===== config.mk =====
export PLATFORM = sky130hd
export DESIGN_NAME = canopen_pdo_sdo_control
export DESIGN_NICKNAME = d
export VERILOG_FILES = /design/src/verilog/canopen_pdo_sdo_control.v
export VERILOG_INCLUDE_DIRS = /design/src /design/src/pkg
export SDC_FILE = /design/constraint.sdc
export NUM_CORES = 1
export LEC_CHECK = 0
export BUFFER_PORTS_ARGS = -buffer_cell sky130_fd_sc_hd__clkbuf_2
export CORE_UTILIZATION = 30
export DETAILED_ROUTE_END_ITERATION = 10
export GPL_ROUTABILITY_DRIVEN = 0
export PLACE_DENSITY = 0.52
export SETUP_SLACK_MARGIN = 0.05
export SYNTH_ARGS = -nofsm -noshare
export SYNTH_HDL_FRONTEND = slang
export SYNTH_SLANG_ARGS = --single-unit

===== constraint.sdc =====
create_clock -name sys_clk -period 11.6 [get_ports sys_clk]
set_input_delay 0.58 -clock sys_clk [delete_from_list [all_inputs] [get_ports sys_clk]]
set_output_delay 0.58 -clock sys_clk [all_outputs]
set_load 0.01 [all_outputs]

===== src/pkg/pdo_sdo_map.vh =====
`ifndef PDO_SDO_MAP_VH
`define PDO_SDO_MAP_VH

// ----------------------------------------------------------------------
// Object indices
// ----------------------------------------------------------------------
`define IDX_RX_PDO1_COMM   16'h1400
`define IDX_RX_PDO2_COMM   16'h1401
`define IDX_RX_PDO1_MAP    16'h1600
`define IDX_RX_PDO2_MAP    16'h1601
`define IDX_TX_PDO1_COMM   16'h1800
`define IDX_TX_PDO2_COMM   16'h1801
`define IDX_TX_PDO1_MAP    16'h1a00
`define IDX_TX_PDO2_MAP    16'h1a01
`define IDX_CYCLE_SETTING  16'h3400
`define IDX_CYCLE_ACTUAL   16'h3401
`define IDX_STATE_CONTROL  16'h3402
`define IDX_STARTUP_STATE  16'h3403
`define IDX_PDO_ENABLE     16'h6f60

// ----------------------------------------------------------------------
// SDO framing
// ----------------------------------------------------------------------
`define SDO_REQ_BASE       11'h600
`define SDO_RSP_BASE       11'h580
`define CMD_READ           8'h40
`define CMD_READ_RSP       8'h43
`define CMD_WRITE_1B       8'h2b
`define CMD_WRITE_ACK      8'h60
`define TT_ASYNC_MFR       8'hfe

// ----------------------------------------------------------------------
// Reset values and timing
// ----------------------------------------------------------------------
`define RST_ENTRY_COUNT    8'h00
`define RST_CYCLE          32'h0000_0000
`define TICK_US            100
`define CLK_MHZ            50
`define TICK_CYCLES        (`TICK_US * `CLK_MHZ)

`endif


===== src/verilog/canopen_pdo_sdo_control.v =====
`include "pdo_sdo_map.vh"

// Operation
// - Type 254: cycle 0 sends at sample rate, else timer in 0.1 ms steps.
// - Actual-period object gives microseconds under type 254, zero otherwise.
// - Writing state control: 0 pre-operational, 1 operational, 2 toggles.
// - Reading state control returns present state, 0 or 1.
// - Start-up setting chooses state entered after power-up.
// - Operational at power-up only if PDO enable holds 1; 0 inhibits PDOs.
// - Two receive parameter and mapping sets, u8 counts, u32 entries.
// - Two transmit parameter and mapping sets, u8 counts, RW entries.
// - Requests on 0x600 plus node, answers on 0x580 plus node.
// - Read answer: command 0x43, echoed index, value low byte first.
// - Write uses 0x2b with data in byte 4; acknowledged with 0x60.
module canopen_pdo_sdo_control #(
    parameter NODE_W   = 7,
    parameter ENTRIES  = 4,
    parameter US_TICKS = 50
) (
    input  wire              sys_clk,
    input  wire              rst_b,
    input  wire [NODE_W-1:0] node_addr,
    input  wire [7:0]        startup_stored,
    input  wire [7:0]        enable_stored,
    input  wire              sample_tick,
    input  wire [31:0]       sample_period_us,
    input  wire              rx_valid,
    input  wire [10:0]       rx_id,
    input  wire [63:0]       rx_data,
    output reg               tx_valid,
    output reg  [10:0]       tx_id,
    output reg  [63:0]       tx_data,
    output reg               pdo_send,
    output reg               operational
);

// ----------------------------------------------------------------------
// Object storage
// ----------------------------------------------------------------------
    // Index 0..3 rx comm/map, 4..7 tx comm/map in map order.
    reg  [7:0]  count   [0:7];
    reg  [31:0] entry   [0:8*ENTRIES-1];
    reg  [31:0] cycle_setting;
    reg  [7:0]  startup_sel;
    reg  [7:0]  pdo_enable;
    reg         boot_done;
    reg  [31:0] tick_cnt;
    reg  [31:0] tenth_cnt;
    integer     i;
    wire [NODE_W-1:0] node_sync;

// ----------------------------------------------------------------------
// Address pin synchroniser
// ----------------------------------------------------------------------
    // The address switch is not clocked, so it is filtered before use.
    // The chain has no reset so that it has settled by the time reset
    // is released and the first request arrives.
    level_sync #(
        .W (NODE_W)
    ) i_addr_sync (
        .sys_clk (sys_clk),
        .din     (node_addr),
        .dout    (node_sync)
    );

// ----------------------------------------------------------------------
// Request fields
// ----------------------------------------------------------------------
    wire [7:0]  cmd  = rx_data[7:0];
    wire [15:0] idx  = rx_data[23:8];
    wire [7:0]  sub  = rx_data[31:24];
    wire [7:0]  wb   = rx_data[39:32];
    wire [10:0] node = {{(11-NODE_W){1'b0}}, node_sync};
    wire        for_me = rx_valid && (rx_id == `SDO_REQ_BASE + node);

    // Transmit set 1 comm parameter sub 2 holds the transmission type.
    wire [7:0]  tx_type  = entry[4*ENTRIES + 1][7:0];
    wire        type_254 = (tx_type == `TT_ASYNC_MFR);

    reg  [2:0]  set_sel;
    reg         set_hit;
    always @* begin
        set_hit = 1'b1;
        case (idx)
            `IDX_RX_PDO1_COMM: set_sel = 3'h0;
            `IDX_RX_PDO2_COMM: set_sel = 3'h1;
            `IDX_RX_PDO1_MAP:  set_sel = 3'h2;
            `IDX_RX_PDO2_MAP:  set_sel = 3'h3;
            `IDX_TX_PDO1_COMM: set_sel = 3'h4;
            `IDX_TX_PDO2_COMM: set_sel = 3'h5;
            `IDX_TX_PDO1_MAP:  set_sel = 3'h6;
            `IDX_TX_PDO2_MAP:  set_sel = 3'h7;
            default: begin
                set_sel = 3'h0;
                set_hit = 1'b0;
            end
        endcase
    end

    wire        sub_ok = (sub >= 8'h01) && (sub <= ENTRIES);
    wire [31:0] e_addr = {29'h0, set_sel} * ENTRIES + {24'h0, sub} - 32'h1;

    // Actual period: sample period or timer setting times 100 us.
    wire [31:0] actual_us = !type_254 ? 32'h0 :
                            (cycle_setting == 32'h0) ? sample_period_us :
                            cycle_setting * `TICK_US;

// ----------------------------------------------------------------------
// Read value mux
// ----------------------------------------------------------------------
    reg [31:0] rd_val;
    always @* begin
        rd_val = 32'h0;
        if (set_hit) begin
            if (sub == 8'h00)
                rd_val = {24'h0, count[set_sel]};
            else if (sub_ok)
                rd_val = entry[e_addr];
        end else begin
            case (idx)
                `IDX_CYCLE_SETTING: rd_val = cycle_setting;
                `IDX_CYCLE_ACTUAL:  rd_val = actual_us;
                `IDX_STATE_CONTROL: rd_val = {31'h0, operational};
                `IDX_STARTUP_STATE: rd_val = {24'h0, startup_sel};
                `IDX_PDO_ENABLE:    rd_val = {24'h0, pdo_enable};
                default:            rd_val = 32'h0;
            endcase
        end
    end

// ----------------------------------------------------------------------
// Request decode
// ----------------------------------------------------------------------
    // Frames that arrive on the boot edge are dropped, because the
    // stored settings are only being latched on that edge.
    wire        take     = for_me && boot_done;
    wire        is_read  = (cmd == `CMD_READ);
    wire        is_write = (cmd == `CMD_WRITE_1B);
    wire        wr_req   = take && is_write;
    wire        wr_count = wr_req && set_hit && (sub == 8'h00);
    wire        wr_entry = wr_req && set_hit && sub_ok;
    wire        wr_plain = wr_req && !set_hit;
    wire        wr_state = wr_plain && (idx == `IDX_STATE_CONTROL);

// ----------------------------------------------------------------------
// Node state
// ----------------------------------------------------------------------
    localparam ST_PREOP = 1'b0;
    localparam ST_OP    = 1'b1;

    // Values above 2 leave the state alone rather than guessing.
    reg         next_operational;
    always @* begin
        next_operational = operational;
        if (wr_state) begin
            case (wb)
                8'h00:   next_operational = ST_PREOP;
                8'h01:   next_operational = ST_OP;
                8'h02:   next_operational = !operational;
                default: next_operational = operational;
            endcase
        end
    end

    always @(posedge sys_clk) begin
        if (!rst_b) begin
            operational <= ST_PREOP;
            boot_done   <= 1'b0;
        end else if (!boot_done) begin
            boot_done   <= 1'b1;
            operational <= (startup_stored == 8'h01) &&
                           (enable_stored == 8'h01);
        end else begin
            operational <= next_operational;
        end
    end

// ----------------------------------------------------------------------
// Indexed objects
// ----------------------------------------------------------------------
    // Only single-byte writes exist on this path, so wide objects
    // take the byte zero-extended.
    always @(posedge sys_clk) begin
        if (!rst_b) begin
            for (i = 0; i < 8; i = i + 1)
                count[i] <= `RST_ENTRY_COUNT;
            for (i = 0; i < 8*ENTRIES; i = i + 1)
                entry[i] <= 32'h0;
        end else begin
            if (wr_count) begin
                count[set_sel] <= wb;
            end
            if (wr_entry) begin
                entry[e_addr] <= {24'h0, wb};
            end
        end
    end

// ----------------------------------------------------------------------
// Plain objects
// ----------------------------------------------------------------------
    always @(posedge sys_clk) begin
        if (!rst_b) begin
            cycle_setting <= `RST_CYCLE;
            startup_sel   <= 8'h00;
            pdo_enable    <= 8'h00;
        end else if (!boot_done) begin
            startup_sel   <= startup_stored;
            pdo_enable    <= enable_stored;
        end else if (wr_plain) begin
            case (idx)
                `IDX_CYCLE_SETTING: cycle_setting <= {24'h0, wb};
                `IDX_STARTUP_STATE: startup_sel   <= wb;
                `IDX_PDO_ENABLE:    pdo_enable    <= wb;
                default: ;
            endcase
        end
    end

// ----------------------------------------------------------------------
// Response
// ----------------------------------------------------------------------
    // The answer leaves one cycle after each request, back to back too.
    always @(posedge sys_clk) begin
        if (!rst_b) begin
            tx_valid <= 1'b0;
            tx_id    <= 11'h000;
            tx_data  <= 64'h0;
        end else begin
            tx_valid <= take;
            if (take) begin
                tx_id <= `SDO_RSP_BASE + node;
                if (is_read) begin
                    tx_data <= {rd_val, sub, idx, `CMD_READ_RSP};
                end else begin
                    tx_data <= {32'h0, sub, idx, `CMD_WRITE_ACK};
                end
            end
        end
    end

// ----------------------------------------------------------------------
// Tick timer
// ----------------------------------------------------------------------
    // One tick is 0.1 ms of clock cycles; the clock rate is a parameter.
    localparam TICK_LEN = `TICK_US * US_TICKS;

    // The timer is free-running from the setting, not tied to samples.
    // A new setting may make the first period short; later ones are exact.
    wire tick_end  = (tick_cnt == TICK_LEN - 1);
    wire timer_hit = tick_end && (tenth_cnt + 32'h1 >= cycle_setting);
    wire due       = (cycle_setting == 32'h0) ?
                     sample_tick : timer_hit;
    wire may_send  = operational && type_254 &&
                     (pdo_enable == 8'h01);

    always @(posedge sys_clk) begin
        if (!rst_b) begin
            tick_cnt <= 32'h0;
        end else if (tick_end) begin
            tick_cnt <= 32'h0;
        end else begin
            tick_cnt <= tick_cnt + 32'h1;
        end
    end

    always @(posedge sys_clk) begin
        if (!rst_b) begin
            tenth_cnt <= 32'h0;
        end else if (timer_hit) begin
            tenth_cnt <= 32'h0;
        end else if (tick_end) begin
            tenth_cnt <= tenth_cnt + 32'h1;
        end
    end

// ----------------------------------------------------------------------
// PDO release
// ----------------------------------------------------------------------
    // The timer keeps running in pre-operational, so returning to
    // operational does not restart the phase of the period.
    // Nothing goes out after the first cycle of pre-operational or of inhibition.
    always @(posedge sys_clk) begin
        if (!rst_b) begin
            pdo_send <= 1'b0;
        end else begin
            pdo_send <= due && may_send;
        end
    end

endmodule // canopen_pdo_sdo_control

// ----------------------------------------------------------------------
// Three-stage input filter
// ----------------------------------------------------------------------
// A new level is passed on only once the second and third stages agree,
// so a bounce caught by the first stage for a single cycle never reaches the logic.
module level_sync #(
    parameter W = 1
) (
    input  wire         sys_clk,
    input  wire [W-1:0] din,
    output reg  [W-1:0] dout
);

    reg [W-1:0] stage1;
    reg [W-1:0] stage2;
    reg [W-1:0] stage3;

    always @(posedge sys_clk) begin
        stage1 <= din;
        stage2 <= stage1;
        stage3 <= stage2;
        if (stage2 == stage3)
            dout <= stage3;
    end

endmodule // level_sync


# Yosys cells after proc, flatten, opt, wreduce, memory -nomap -nowiden
# Memory sizes are Yosys's and may differ from the RTL's.
# Cells that the tools add are included.
[op_classes]
addsub = 6
n_mul = 1
div = 0
n_lt_le_gt_ge = 3
eq_ne = 29
shifts = 0
muxes = 33
bitwise = 1
reduce_logical = 28
[op_table]
columns = ["cell", "count"]
rows = [
  ["$mux 32", 5],
  ["$pmux 32 s5", 1],
  ["$eq 16x13->1 const B", 8],
  ["$add 32x1->32 const B", 2],
  ["$eq 16x14->1 const B", 4],
  ["$mux 64", 1],
  ["$mux 8", 8],
  ["$eq 32x13->1 const B", 1],
  ["$eq 8x1->1 const B", 4],
  ["$ge 32x8->1", 1],
  ["$logic_not 32->1", 1],
  ["$reduce_or 8->1", 3],
  ["$pmux 3 s7", 1],
  ["$eq 16x15->1 const B", 1],
  ["$logic_not 8->1", 2],
  ["$logic_and 1x1->1", 14],
  ["$mux 1", 14],
  ["$mul 8x5->13 const B", 1],
  ["$add 10x8->11 const A", 1],
  ["$add 11x7->11 const A", 1],
  ["$eq 11x11->1", 1],
  ["$eq 8x2->1 const B", 1],
  ["$eq 8x6->1 const B", 1],
  ["$eq 8x7->1 const B", 1],
  ["other kinds (16)", 23],
]
[totals]
regBits = 195
latch_bits = 0
mem_bits_rw = 320
rom_bits = 0
inputBits = 134
out_inout_bits = 78
word_cells = 118
mem_count = 2
[memory_table]
columns = ["name", "words", "width", "read_ports", "rd_clocked_by_memory_dff", "write_ports", "line_no", "rtl"]
rows = [
  ["entry", 32, 8, 2, 0, 32, "canopen_pdo_sdo_control.v:42", "reg [31:0] entry [0:8*ENTRIES-1];"],
  ["count", 8, 8, 1, 0, 8, "canopen_pdo_sdo_control.v:41", "reg [7:0] count [0:7];"],
]

# Logic depth before layout (Yosys ltp)
# Gate-level depths: netlist of the first run.
[depth]
ltp_word = 12
mapped_depth = 19
depth_no_buf = 15

# Modules after synthesis
# From an unflattened synthesis of the first run, not the netlist that was laid out.
[unflattened]
hier_cells = 2114
area_unflattened_um2 = 24128.1
[by_module_without_submodules]
columns = ["module", "instances", "cells_each", "area_each_um2", "seq_area_each_um2"]
rows = [
  ["canopen_pdo_sdo_control", 1, 2077, 23417.5, 12772.2],
  ["level_sync", 1, 37, 710.7, 630.6],
]

# Least setup slack after synthesis of the first run
# OpenSTA, ideal clock, no wires.
[synth_path]
path_type = "input port to flip-flop"
from = "input rx_data[9]"
to = "memory entry[16][0] (netlist name), enable pin"
setup_time_ns = 0.384
t_arrival_ns = 4.987
t_required_ns = 11.216
slack_ns = 6.229
path_stages = 13
path_buffers = 5
cell_sequence = "or3_1 > nand2b_4 > nor4_2 > buf_2 > buf_1 > nand2_1 > ha_1 > fa_1 > buf_1 > clkbuf_1 > buf_1 > nand3_1 > o21ai_0"
[synth_lines]
columns = ["element", "line_no", "rtl"]
rows = [
  ["start: declaration", "canopen_pdo_sdo_control.v:29", "input wire [63:0] rx_data,"],
  ["end: declaration", "canopen_pdo_sdo_control.v:42", ""],
]

==> results of run 1 <==
[per-layer routing]
layer	vias up	GRT usage, %
li1	7684	-
met1	8045	21.6
met2	430	26.0
met3	108	3.14
met4	2	4.23
met5	-	0
[registers in the layout (all words and copies together), names as in the netlist]
signal / count
i_addr_sync.dout: 7
cycle_setting: 8
i_addr_sync.stage2: 7
tenth_cnt: 32
entry: 256
tx_id: 8
count: 64
operational: 1
i_addr_sync.stage3: 7
i_addr_sync.stage1: 7
pdo_enable: 8
pdo_send: 1
startup_sel: 8
boot_done: 1
tx_valid: 1
tick_cnt: 32
tx_data: 58
[area by class of cell]
type | count | area share (%)
flip-flops and latches | 506 | 48.0
multi-input cells | 1383 | 35.5
inverters | 32 | 0.430
well taps | 1050 | 4.71
repair buffers | 230 | 4.56
clock inverters | 38 | 1.28
clock buffers | 68 | 5.52
diodes | 1 | 0.00896
[logic make-up (layout without fill, tap and decap cells)]
logic type | count (synthesis) | after routing | synth area share [%]
mux | 106 | 106 | 8.58
other cells | 1 | 6 | 0.0157
flops | 506 | 506 | 56.1
simple gates | 877 | 877 | 19.9
xor+xnor | 85 | 85 | 3.11
compound gates | 255 | 255 | 6.54
buf+inv | 157 | 368 | 2.77
fa+ha+maj | 55 | 55 | 3.00
[power by group through the flow]
stage,logic (W),clock network [W],registers [W]
floorplan,0.000169,0,0.00201
global placement,0.000278,0,0.00201
detailed placement,0.000282,0,0.00201
CTS,0.000282,0.00188,0.00198
global route,0.000300,0.00194,0.00198
finish,0.000279,0.00183,0.00198
[placed cells by master (no fill, tap or decap), types with 32 or more instances in the layout]
cell type and count:
sky130_fd_sc_hd__and2_1 338, sky130_fd_sc_hd__edfxtp_1 327, sky130_fd_sc_hd__clkbuf_2 182, sky130_fd_sc_hd__dfxtp_1 179
sky130_fd_sc_hd__nor2_1 176, sky130_fd_sc_hd__nand2_1 142, sky130_fd_sc_hd__o21ai_0 79, sky130_fd_sc_hd__mux4_2 79
sky130_fd_sc_hd__a21oi_1 63, sky130_fd_sc_hd__clkbuf_16 58, sky130_fd_sc_hd__xnor2_1 51, sky130_fd_sc_hd__ha_1 50
sky130_fd_sc_hd__buf_4 49, sky130_fd_sc_hd__nor3_1 40, sky130_fd_sc_hd__nand3_1 39, sky130_fd_sc_hd__and3_1 33
sky130_fd_sc_hd__xor2_1 32
[worst max-delay path by stage]
stage	end	slack (ns)	cells after the start
2_1_floorplan	entry[16][0]	6.23	13
3_3_place_gp	entry[27][6]	5.59	15
3_5_place_dp	entry[27][6]	5.49	15
4_1_cts	entry[27][1]	6.16	15
5_1_grt	entry[27][1]	5.75	15
6_report	entry[27][5]	6.23	15
[Yosys cell counts (6+ instances only)]
| master | n | area [sq um] |
|---|---|---|
| sky130_fd_sc_hd__a211oi_1 | 16 | 120 |
| sky130_fd_sc_hd__a21o_1 | 6 | 45.0 |
| sky130_fd_sc_hd__a21oi_1 | 63 | 315 |
| sky130_fd_sc_hd__a221oi_1 | 12 | 105 |
| sky130_fd_sc_hd__a22oi_1 | 24 | 180 |
| sky130_fd_sc_hd__a31oi_1 | 8 | 50.1 |
| sky130_fd_sc_hd__and2_1 | 338 | 2110 |
| sky130_fd_sc_hd__and3_1 | 33 | 206 |
| sky130_fd_sc_hd__and4_1 | 6 | 52.6 |
| sky130_fd_sc_hd__buf_1 | 8 | 30.0 |
| sky130_fd_sc_hd__buf_2 | 16 | 80.1 |
| sky130_fd_sc_hd__buf_4 | 10 | 75.1 |
| sky130_fd_sc_hd__clkbuf_1 | 88 | 330 |
| sky130_fd_sc_hd__dfxtp_1 | 179 | 3580 |
| sky130_fd_sc_hd__edfxtp_1 | 327 | 9820 |
| sky130_fd_sc_hd__ha_1 | 51 | 638 |
| sky130_fd_sc_hd__inv_1 | 31 | 116 |
| sky130_fd_sc_hd__mux2i_1 | 26 | 260 |
| sky130_fd_sc_hd__mux4_2 | 79 | 1780 |
| sky130_fd_sc_hd__nand2_1 | 142 | 533 |
| sky130_fd_sc_hd__nand2b_1 | 7 | 43.8 |
| sky130_fd_sc_hd__nand3_1 | 39 | 195 |
| sky130_fd_sc_hd__nand4_1 | 19 | 119 |
| sky130_fd_sc_hd__nor2_1 | 176 | 661 |
| sky130_fd_sc_hd__nor2b_1 | 15 | 93.8 |
| sky130_fd_sc_hd__nor3_1 | 40 | 200 |
| sky130_fd_sc_hd__nor4_1 | 14 | 87.6 |
| sky130_fd_sc_hd__o21ai_0 | 80 | 400 |
| sky130_fd_sc_hd__o22ai_1 | 17 | 106 |
| sky130_fd_sc_hd__or3_1 | 9 | 56.3 |
| sky130_fd_sc_hd__or4_1 | 10 | 75.1 |
| sky130_fd_sc_hd__xnor2_1 | 52 | 455 |
| sky130_fd_sc_hd__xor2_1 | 33 | 289 |
[worst max-delay path, delay by kind of cell]
kind                       cells  cell delay, ns
buffers and inverters          3            0.46
AOI/OAI and AO/OA              2            1.19
adders and majority gates      2            0.64
xor gates and xnor gates       2            0.40
and+or+nand+nor                6            2.30
[through the flow]
stage / cell area (sq um) / hold slack, ns / setup WS (ns)
floorplan: 23900 / 0.310 / 6.23
global placement: 26000 / 0.314 / 5.59
detailed placement: 26000 / 0.313 / 5.49
CTS: 27900 / 0.0233 / 6.16
global route: 27900 / 0.0384 / 5.75
finish: 27900 / 0.0678 / 6.23
==> reports/summary.log, run 1 <==
[run_status] run status finished, final reports clean
[power_and_ir_drop] power density over cell area 146 nW/um^2
[clock_network] total CTS buffers 57
[worst_setup_path] startpoint of the most critical register-to-register path boot_done
[cells_and_area] final layout net count 2399
[die] Vert. Die Dim 284 microns
[timing] Final TNS setup 0 ns
[power_and_ir_drop] Sequential Power Share 48.4%
[detailed_routing] detailed-route wire length per cell 19.8 microns
[yosys] flop and latch count out of synthesis 506
[worst_setup_path] worst setup path class input pin to flip-flop
[worst_hold_path] start point of the worst min-delay path node_addr[3]
[worst_setup_path] worst path required time 11.82 ns
[worst_setup_path] Worst Reg-to-Reg Cells 8
[power_and_ir_drop] share of power burned in combinational logic 6.8%
[worst_hold_path] cell count of the worst hold path 1
[timing] slew at the pin closest to its max-slew limit 1.31 ns
[clock_network] Post-CTS Setup Inserts 0
[clock_network] clock net sink count 506
[detailed_routing] total detailed-routing wirelength 65.6 mm
[clock_network] CTS tree done
[place] total instance count after detailed placement 3201
[cells_and_area] number of fill cells in the layout 7770
[yosys] number of flops mapped to enable cells by yosys 327
[timing] relative max-transition margin 11.9%
[worst_setup_path] critical path's largest stage delay 1.09 ns
[timing] total of endpoints with negative setup slack in the final report 0
[detailed_routing] DR top layer met5
[timing] final count of pins violating max slew 0
[yosys] sequential-to-total area share from yosys stat 56.1%
[yosys] cell count after synthesis 2042
[job] maxcap violations 0
[cells_and_area] proportion of layout cells with a drive suffix above 1 19.1%
[die] Initial Util 30.3%
[detailed_routing] met2 wire length 30.9 mm
[power_and_ir_drop] part of the power in the clock network 44.8%
[power_and_ir_drop] peak supply drop 117 uV
[worst_setup_path] worst reg2reg path endpoint entry[27][5]
[die] floorplan row count 103
[detailed_routing] total length of routed met3 wires 3.88 mm
[detailed_routing] number of vias per cell 4.92
[worst_setup_path] crit end category flip-flop
[die] floorplan die width 284 microns
[grt] GRT Util Overall 16.0%
[worst_setup_path] worst setup path startpoint rx_data[9]
[worst_setup_path] Arrival @ worst endpoint 5.60 ns
[cells_and_area] multi-input logic area 9900 sq um
[timing] hold violation count in the final report 0
[detailed_routing] wl on met1 29.3 mm
[detailed_routing] DRT iter0 DRCs 1137
[die] io pins 212
[grt] first-pass GRT wire length 99.0 mm
[place] half-perimeter wire length of the detailed placement result 44.1 mm
[detailed_routing] via count 16.3k
[cells_and_area] post-layout utilization of the core 35.4%
[yosys] post-synthesis cell area 23900 sq um
[timing] Fin Clk Skew 0.0268 ns
[cells_and_area] layout overhead on the synthesized area 16.8%
[yosys] most frequently used flop master after synthesis sky130_fd_sc_hd__edfxtp_1
[place] quantity of I/O buffers inserted on ports 182
[cells_and_area] FF+latch area 13400 sq um
[yosys] synth warn 0
[yosys] share of flip-flops with an asynchronous set or reset 0%
[timing] RSZ-0062 raised after global routing no
[worst_setup_path] register-to-register setup slack 7.40 ns
[timing] maximum clock frequency 186 MHz
[clock_network] insertion delay to the later sink of the worst-skew pair 0.63 ns
[die] die footprint 80800 sq um
[timing] time the final worst path needs with I/O delays and setup 5.37 ns
[detailed_routing] Routed Antenna Nets 0
[grt] vias in the first global route 16.0k
[grt] total overflow reported by the global router 0
[clock_network] clock tree root driver cell sky130_fd_sc_hd__clkbuf_16
[clock_network] clock-pin slew on the worst setup and hold paths 0.06 ns
[yosys] distinct cell type count of the synthesized netlist 68
[timing] share of the clock period used by the worst path after layout 46.3%
[worst_setup_path] type of element launching the critical path input pin
[grt] number of antenna violations at the first check in global routing 3
[clock_network] worst-case clock buffer depth 3
[worst_hold_path] Min-Delay Path Class input pin to flip-flop
[detailed_routing] Remaining DRCs 0
[cells_and_area] non-filler cells in the finished layout 3308
[worst_setup_path] CP max FO 21
[die] placeable core region 78900 sq um
[yosys] Post-Syn Area per Cell 11.7 sq um
[power_and_ir_drop] Int Pwr 0.00313 W
[worst_hold_path] sink of the worst hold path i_addr_sync.stage1[3]
[worst_setup_path] crit path cell chain clkbuf_2 > or3_1 > nand2b_4 > nor3_1 > nand2_1 > and2_1 > ha_1 > inv_1 > ha_1 > a21oi_1 > xnor2_1 > xnor2_2 > buf_4 > nand3_1 > o21ai_0
[worst_setup_path] Crit-path slowest cell sky130_fd_sc_hd__o21ai_0
[worst_setup_path] Top cell by count, worst path sky130_fd_sc_hd__ha_1
[clock_network] post-CTS resize count 0
[clock_network] # H-tree levels 2
[power_and_ir_drop] cell leakage power 10.5 nW
[detailed_routing] number of detailed-route iterations in the first pass 7
[power_and_ir_drop] Net Switching 0.000954 W
[power_and_ir_drop] switching part of the total power 23.4%
[grt] largest net degree at the start of global routing 73
[power_and_ir_drop] power after layout 0.00408 W
[clock_network] hold buffer count at cts 0
(Power assumes the default switching activity.)
==> inputs of run 2 (changes only) <==
==> constraint.sdc (replaced) <==
create_clock -name sys_clk -period 5.46 [get_ports sys_clk]
set_input_delay 0.273 -clock sys_clk [delete_from_list [all_inputs] [get_ports sys_clk]]
set_output_delay 0.273 -clock sys_clk [all_outputs]
set_load 0.01 [all_outputs]
==> run 2 against run 1 <==
  * Hold slack got worse by 0.015 ns
  * First-iteration DRC count increased by 9.9%
  * Clock power increased by 100%
  * Largest power group unchanged
  * Sequential power increased by 110%
  * Combinational power increased by 130%
==> reports/summary.log, run 2 (synthesis gave the netlist of run 1 again) <==
[clock_network] CTS tree done
[worst_setup_path] worst path required time 5.95 ns [-5.87 ns]
[clock_network] clock tree root driver cell sky130_fd_sc_hd__clkbuf_16
[power_and_ir_drop] peak supply drop 230 uV [+96%]
[die] floorplan die width 284 microns [unchanged]
[timing] Fin Clk Skew 0.0183 ns [-0.00850 ns]
[power_and_ir_drop] power density over cell area 300 nW/um^2 [+110%]
[power_and_ir_drop] cell leakage power 10.8 nW [+3.2%]
[die] placeable core region 78900 sq um [unchanged]
[clock_network] worst-case clock buffer depth 3 [unchanged]
[clock_network] Post-CTS Setup Inserts 0 [unchanged]
[timing] total of endpoints with negative setup slack in the final report 0 [unchanged]
[worst_setup_path] type of element launching the critical path input pin
[grt] first-pass GRT wire length 101 mm [+1.9%]
[job] maxcap violations 0 [unchanged]
[worst_hold_path] Min-Delay Path Class input pin to flip-flop
[grt] number of antenna violations at the first check in global routing 1 [-2]
[detailed_routing] Remaining DRCs 0 [unchanged]
[cells_and_area] register name with the most flops entry
[timing] time the final worst path needs with I/O delays and setup 4.86 ns
[clock_network] clock-pin slew on the worst setup and hold paths 0.07 ns [about the same]
[place] Setup Slack @ Placement 0.531 ns [-4.96 ns]
[grt] largest net degree at the start of global routing 71 [-2.7%]
[clock_network] # H-tree levels 2 [unchanged]
[cells_and_area] layout overhead on the synthesized area 19.8%
[timing] RSZ-0062 raised after global routing no
[place] half-perimeter wire length of the detailed placement result 44.3 mm [+0.58%]
[timing] relative max-transition margin 18.8% [+6.9 points]
[timing] hold violation count in the final report 0 [unchanged]
[place] quantity of I/O buffers inserted on ports 182 [unchanged]
[die] die footprint 80800 sq um [unchanged]
[timing] Final TNS setup 0 ns [unchanged]
[cells_and_area] proportion of layout cells with a drive suffix above 1 18.8% [-0.36 points]
[run_status] run status finished, final reports clean
[timing] share of the clock period used by the worst path after layout 89.1%
[cells_and_area] number of fill cells in the layout 7707 [-0.81%]
[grt] vias in the first global route 16.6k [+3.9%]
[worst_setup_path] crit end category flip-flop
[grt] GRT Util Overall 16.2% [+0.20 points]
[timing] final count of pins violating max slew 0 [unchanged]
[detailed_routing] DRT iter0 DRCs 1249 [+9.9%]
[grt] total overflow reported by the global router 0 [unchanged]
[clock_network] total CTS buffers 56 [-1.8%]
[timing] slew at the pin closest to its max-slew limit 1.20 ns [-0.103 ns]
[clock_network] clock net sink count 506 [unchanged]
[detailed_routing] detailed-route wire length per cell 19.4 microns [-2.1%]
[detailed_routing] total detailed-routing wirelength 65.9 mm [+0.48%]
[cells_and_area] final layout net count 2485 [+3.6%]
[worst_setup_path] CP max FO 10 [-52%]
[clock_network] insertion delay to the later sink of the worst-skew pair 0.62 ns [about the same]
[cells_and_area] highest-count cells in the layout ignoring fill and taps 338 x sky130_fd_sc_hd__and2_1, 327 x sky130_fd_sc_hd__edfxtp_1, 181 x sky130_fd_sc_hd__clkbuf_2, 179 x sky130_fd_sc_hd__dfxtp_1, 176 x sky130_fd_sc_hd__nor2_1
[detailed_routing] via count 16.6k [+1.9%]
[die] floorplan row count 103 [unchanged]
[detailed_routing] number of detailed-route iterations in the first pass 5 [-2]
[worst_setup_path] Arrival @ worst endpoint 5.36 ns [-0.24 ns]
[cells_and_area] most common library cell in the layout ignoring fill and taps sky130_fd_sc_hd__and2_1
[detailed_routing] number of vias per cell 4.89 [-0.67%]
[worst_setup_path] worst setup path class input pin to flip-flop
[die] Initial Util 30.3% [unchanged]
[cells_and_area] top flop regs entry: 256 flops, count: 64 flops, tx_data: 58 flops
[die] io pins 212 [unchanged]
[detailed_routing] Routed Antenna Nets 0 [unchanged]
[die] Vert. Die Dim 284 microns [unchanged]
[cells_and_area] flip-flop count of the largest register after layout 256 [unchanged]
[timing] maximum clock frequency 206 MHz
[timing] slack of the critical path 0.595 ns [-5.63 ns]
## run 2: cell count changes in the layout (fill, tap and decap cells not counted), moves of 2 or more
cell	previous run	this run
sky130_fd_sc_hd__clkbuf_8	5	2
sky130_fd_sc_hd__clkinv_1	3	8
sky130_fd_sc_hd__clkbuf_16	58	61
sky130_fd_sc_hd__clkinv_2	19	13
sky130_fd_sc_hd__clkinvlp_4	4	1
sky130_fd_sc_hd__buf_4	49	70
sky130_fd_sc_hd__bufinv_16	5	2
sky130_fd_sc_hd__clkinv_4	3	1
sky130_fd_sc_hd__dlygate4sd3_1	0	65
sky130_fd_sc_hd__clkbuf_1	4	11
## run 2: power by group
group          switching, W  total (W)  internal [W]
logic              0.000378   0.000649      0.000271
registers         0.0000369    0.00420       0.00416
clock network       0.00159    0.00375       0.00216
total               0.00200    0.00859       0.00659
## run 2: critical path, cell delays in order
cell and delay [ns]:
sky130_fd_sc_hd__dlygate4sd3_1 0.55, sky130_fd_sc_hd__clkbuf_2 0.15, sky130_fd_sc_hd__or3_1 0.48, sky130_fd_sc_hd__nand2b_4 0.23, sky130_fd_sc_hd__nor4_4 0.32, sky130_fd_sc_hd__nand2_1 0.11, sky130_fd_sc_hd__ha_1 0.32, sky130_fd_sc_hd__fa_1 0.96
sky130_fd_sc_hd__buf_4 0.33, sky130_fd_sc_hd__mux4_2 0.34, sky130_fd_sc_hd__mux4_2 0.48, sky130_fd_sc_hd__mux2i_1 0.21, sky130_fd_sc_hd__nor2_1 0.11, sky130_fd_sc_hd__nor3_1 0.35, sky130_fd_sc_hd__a31oi_1 0.12
## run 2: area by class of cell
type / instances / area, sq um / share of cell area (%)
sequential: 506 / 13400 / 46.8
antenna: 2 / 5.00 / 0.0175
clock buffer: 75 / 1600 / 5.59
clock inverter: 30 / 229 / 0.799
inverter: 32 / 120 / 0.419
timing repair buffer: 317 / 2090 / 7.28
tap: 1050 / 1310 / 4.59
multi-input combinational: 1383 / 9890 / 34.5
## run 2: stage by stage
stage / instances / util, % / total power (W) / hold slack (ns) / cell area [sq um]
after floorplan: 2046 / - / 0.00462 / 0.301 / 23900
after global placement: 3222 / 33.2 / 0.00488 / 0.311 / 26200
after detailed placement: 3223 / 33.2 / 0.00489 / 0.315 / 26200
after CTS: 3393 / 36.3 / 0.00870 / 0.0110 / 28600
after global routing: 3393 / 36.3 / 0.00888 / 0.0485 / 28600
final: 3395 / 36.3 / 0.00859 / 0.0529 / 28600
## run 2: worst paths after layout
path / from / endpoint / slack [ns] / cells after the start
setup / recovery: rx_data[9] / tx_data[37] / 0.60 / 15
hold / removal: enable_stored[0] / pdo_enable[0] / 0.05 / 4
setup reg to reg: tenth_cnt[0] / tenth_cnt[27] / 1.42 / 12
hold reg to reg: i_addr_sync.stage1[6] / i_addr_sync.stage2[6] / 0.33 / 0
## run 2: what timing repair did
action	in CTS	in global routing
gates resized for setup	0	0
hold buffers	65	0
endpoints found under the hold margin	65	0
## run 2: layer usage
| metal | GRT usage, % | part of all wire (%) |
|---|---|---|
| met5 | 0 | 0.026 |
| met1 | 21.6 | 44 |
| met2 | 27.3 | 48 |
| met4 | 4.05 | 2.3 |
| met3 | 2.70 | 5.4 |
==> inputs of run 3 (changes only) <==
--- a/config.mk
+++ b/config.mk
@@ -7,6 +7,7 @@
 export NUM_CORES = 1
 export LEC_CHECK = 0
 export BUFFER_PORTS_ARGS = -buffer_cell sky130_fd_sc_hd__clkbuf_2
+export CAP_MARGIN = 10
 export CORE_UTILIZATION = 30
 export DETAILED_ROUTE_END_ITERATION = 10
 export GPL_ROUTABILITY_DRIVEN = 0
==> constraint.sdc (replaced) <==
create_clock -name sys_clk -period 6.27 [get_ports sys_clk]
set_input_delay 0.3135 -clock sys_clk [delete_from_list [all_inputs] [get_ports sys_clk]]
set_output_delay 0.3135 -clock sys_clk [all_outputs]
set_load 0.01 [all_outputs]
==> run 3 against run 2 <==
  * Clock-buffer cell count rose by 8
  * First-iteration DRC count fell by 7.8%
  * Hold slack got worse by 0.032 ns
  * Cell count fell by 0.68%
  * Worst setup slack improved by 0.30 ns
  * Wire length rose by 1.5%
  * Critical path type unchanged
==> reports/summary.log, run 3 (synthesis gave the netlist of run 1 again) <==
[worst_setup_path] Arrival @ worst endpoint 5.89 ns [+0.53 ns]
[place] area of placed instances 26100 sq um [-0.33%]
[detailed_routing] total detailed-routing wirelength 66.9 mm [+1.5%]
[die] floorplan die width 284 microns [unchanged]
[timing] maximum clock frequency 186 MHz
[timing] slack of the critical path 0.893 ns [+0.298 ns]
[clock_network] insertion delay to the later sink of the worst-skew pair 0.64 ns [+0.02 ns]
[grt] number of antenna violations at the first check in global routing 2 [+1]
[detailed_routing] met2 wire length 31.5 mm [-0.41%]
[worst_setup_path] worst path required time 6.78 ns [+0.83 ns]
[timing] final count of pins violating max slew 0 [unchanged]
[detailed_routing] DRT iter0 DRCs 1152 [-7.8%]
[cells_and_area] highest-count cells in the layout ignoring fill and taps 338 x sky130_fd_sc_hd__and2_1, 327 x sky130_fd_sc_hd__edfxtp_1, 182 x sky130_fd_sc_hd__clkbuf_2, 179 x sky130_fd_sc_hd__dfxtp_1, 176 x sky130_fd_sc_hd__nor2_1
[timing] RSZ-0062 raised after global routing no
[timing] total of endpoints with negative setup slack in the final report 0 [unchanged]
[timing] Fin Clk Skew 0.0292 ns [+0.0109 ns]
[place] half-perimeter wire length of the detailed placement result 45.4 mm [+2.4%]
[worst_setup_path] type of element launching the critical path input pin
[power_and_ir_drop] Int Pwr 0.00582 W [-12%]
[power_and_ir_drop] switching part of the total power 23.2% [-0.11 points]
[worst_setup_path] Crit-path slowest cell sky130_fd_sc_hd__xor2_2
[grt] largest net degree at the start of global routing 65 [-8.5%]
[cells_and_area] most common library cell in the layout ignoring fill and taps sky130_fd_sc_hd__and2_1
[clock_network] clock tree root driver cell sky130_fd_sc_hd__clkbuf_16
[detailed_routing] number of detailed-route iterations in the first pass 5 [unchanged]
[cells_and_area] post-layout utilization of the core 36.2% [-0.16 points]
[worst_setup_path] Top cell by count, worst path sky130_fd_sc_hd__ha_1
[cells_and_area] number of fill cells in the layout 7743 [+0.47%]
[worst_setup_path] crit end category flip-flop
[power_and_ir_drop] Net Switching 0.00175 W [-12%]
[cells_and_area] proportion of layout cells with a drive suffix above 1 18.8% [+0.041 points]
[detailed_routing] Routed Antenna Nets 0 [unchanged]
[cells_and_area] count of inserted antenna diode cells 0 [-2]
[timing] share of the clock period used by the worst path after layout 85.8%
[grt] GRT Util Overall 16.2% [+0.024 points]
[cells_and_area] register name with the most flops entry
[timing] Post-Route Hold Slack 0.0205 ns [-0.0324 ns]
[clock_network] worst-case clock buffer depth 3 [unchanged]
[cells_and_area] layout overhead on the synthesized area 19.3%
[die] Initial Util 30.3% [unchanged]
[timing] time the final worst path needs with I/O delays and setup 5.38 ns
[worst_setup_path] Worst Reg-to-Reg Cells 9 [-3]
[worst_setup_path] CP max FO 21 [+11]
[power_and_ir_drop] Sequential Power Share 48.3% [-0.5 points]
[clock_network] post-CTS resize count 0 [unchanged]
[timing] relative max-transition margin 16.4% [-2.5 points]
[clock_network] total CTS buffers 58 [+3.6%]
[job] maxcap violations 0 [unchanged]
[clock_network] clock net sink count 506 [unchanged]
[power_and_ir_drop] peak supply drop 181 uV [-21%]
[detailed_routing] total length of routed met3 wires 3.83 mm [+7.8%]
[die] die footprint 80800 sq um [unchanged]
[cells_and_area] final instance area 28500 sq um [-0.45%]
[timing] Final TNS setup 0 ns [unchanged]
[grt] first-pass GRT wire length 101 mm [+0.38%]
[grt] vias in the first global route 16.4k [-1.2%]
[power_and_ir_drop] part of the power in the clock network 44.5% [+0.9 points]
[die] placeable core region 78900 sq um [unchanged]
[detailed_routing] via count 16.6k [+0.31%]
[clock_network] clock-pin slew on the worst setup and hold paths 0.06 ns [about the same]
[worst_hold_path] cell count of the worst hold path 3 [-1]
[detailed_routing] wl on met1 29.9 mm [+2.6%]
[power_and_ir_drop] power density over cell area 265 nW/um^2 [-11%]
[detailed_routing] detailed-route wire length per cell 19.8 microns [+2.2%]
[place] quantity of I/O buffers inserted on ports 182 [unchanged]
[worst_setup_path] critical path's largest stage delay 0.91 ns [-0.05 ns]
[clock_network] CTS tree done
[cells_and_area] top flop regs entry: 256 flops, count: 64 flops, tx_data: 58 flops
[die] Vert. Die Dim 284 microns [unchanged]
[place] Setup Slack @ Placement 0.837 ns [+0.306 ns]
[detailed_routing] Remaining DRCs 0 [unchanged]
[worst_setup_path] worst setup path class input pin to flip-flop
[run_status] run status finished, final reports clean
[worst_setup_path] crit path cell chain dlygate4sd3_1 > clkbuf_2 > or3_1 > nand2b_4 > nor3_1 > nand3_1 > buf_4 > and2_1 > ha_1 > inv_1 > ha_1 > xor2_2 > mux4_2 > mux2i_1 > nor2_1 > or4_1 > and3_1
[die] floorplan row count 103 [unchanged]
[detailed_routing] number of vias per cell 4.93 [+1.0%]
[timing] slew at the pin closest to its max-slew limit 1.24 ns [+0.0396 ns]
[clock_network] # H-tree levels 2 [unchanged]
[die] io pins 212 [unchanged]
[cells_and_area] final layout net count 2464 [-0.85%]
[cells_and_area] flip-flop count of the largest register after layout 256 [unchanged]
[timing] hold violation count in the final report 0 [unchanged]
[detailed_routing] DR top layer met5
[grt] total overflow reported by the global router 0 [unchanged]
[power_and_ir_drop] cell leakage power 10.7 nW [-0.57%]
[power_and_ir_drop] share of power burned in combinational logic 7.2% [-0.4 points]
[worst_hold_path] Min-Delay Path Class input pin to flip-flop
[run 3: metal layers]
metal / track usage [%] / vias up
met2: 26.7 / 515
met5: 0 / -
met4: 4.31 / 2
li1: - / 7820
met1: 22.2 / 8185
met3: 2.34 / 115
[run 3: worst max-delay path: cells and delay by family]
family / cells / cell delay, ns
buffers and inverters: 4 / 0.95
AND/OR/NAND/NOR: 8 / 2.24
XOR/XNOR: 1 / 0.91
adder cells (fa/ha/maj): 2 / 0.63
multiplexers: 2 / 0.81
[run 3: repair_timing]
item / CTS / global route
hold endpoints to repair: 53 / 0
hold buffers: 53 / 0
endpoints found under the setup margin: 0 / 0
buffers inserted: 0 / 0
[run 3: final timing paths]
path | start | end | slack (ns)
worst max-delay path | rx_data[9] | tx_data[39] | 0.89
worst min-delay path | enable_stored[6] | pdo_enable[6] | 0.02
worst max register to register | boot_done | entry[29][2] | 2.05
worst min register to register | i_addr_sync.stage1[2] | i_addr_sync.stage2[2] | 0.31
[run 3: final cells by class]
class	count	area (sq um)	area share (%)
Multi-Input combinational cell	1383	9900	34.7
Clock buffer	83	1710	5.98
Sequential cell	506	13400	47.0
Inverter	32	120	0.421
Timing Repair Buffer	294	1880	6.59
Tap cell	1050	1310	4.61
Clock inverter	24	195	0.684
[run 3: power by group through the flow]
stage	logic [W]	clock network, W	registers [W]
floorplan	0.000313	0	0.00371
global placement	0.000517	0	0.00372
detailed placement	0.000524	0	0.00373
CTS	0.000553	0.00344	0.00366
global route	0.000584	0.00356	0.00366
finish	0.000547	0.00337	0.00366
[run 3: stage by stage]
| stage | power, W | instances |
|---|---|---|
| after floorplan | 0.00402 | 2046 |
| after global placement | 0.00424 | 3208 |
| after detailed placement | 0.00425 | 3209 |
| after CTS | 0.00765 | 3369 |
| after global routing | 0.00781 | 3372 |
| final | 0.00757 | 3372 |
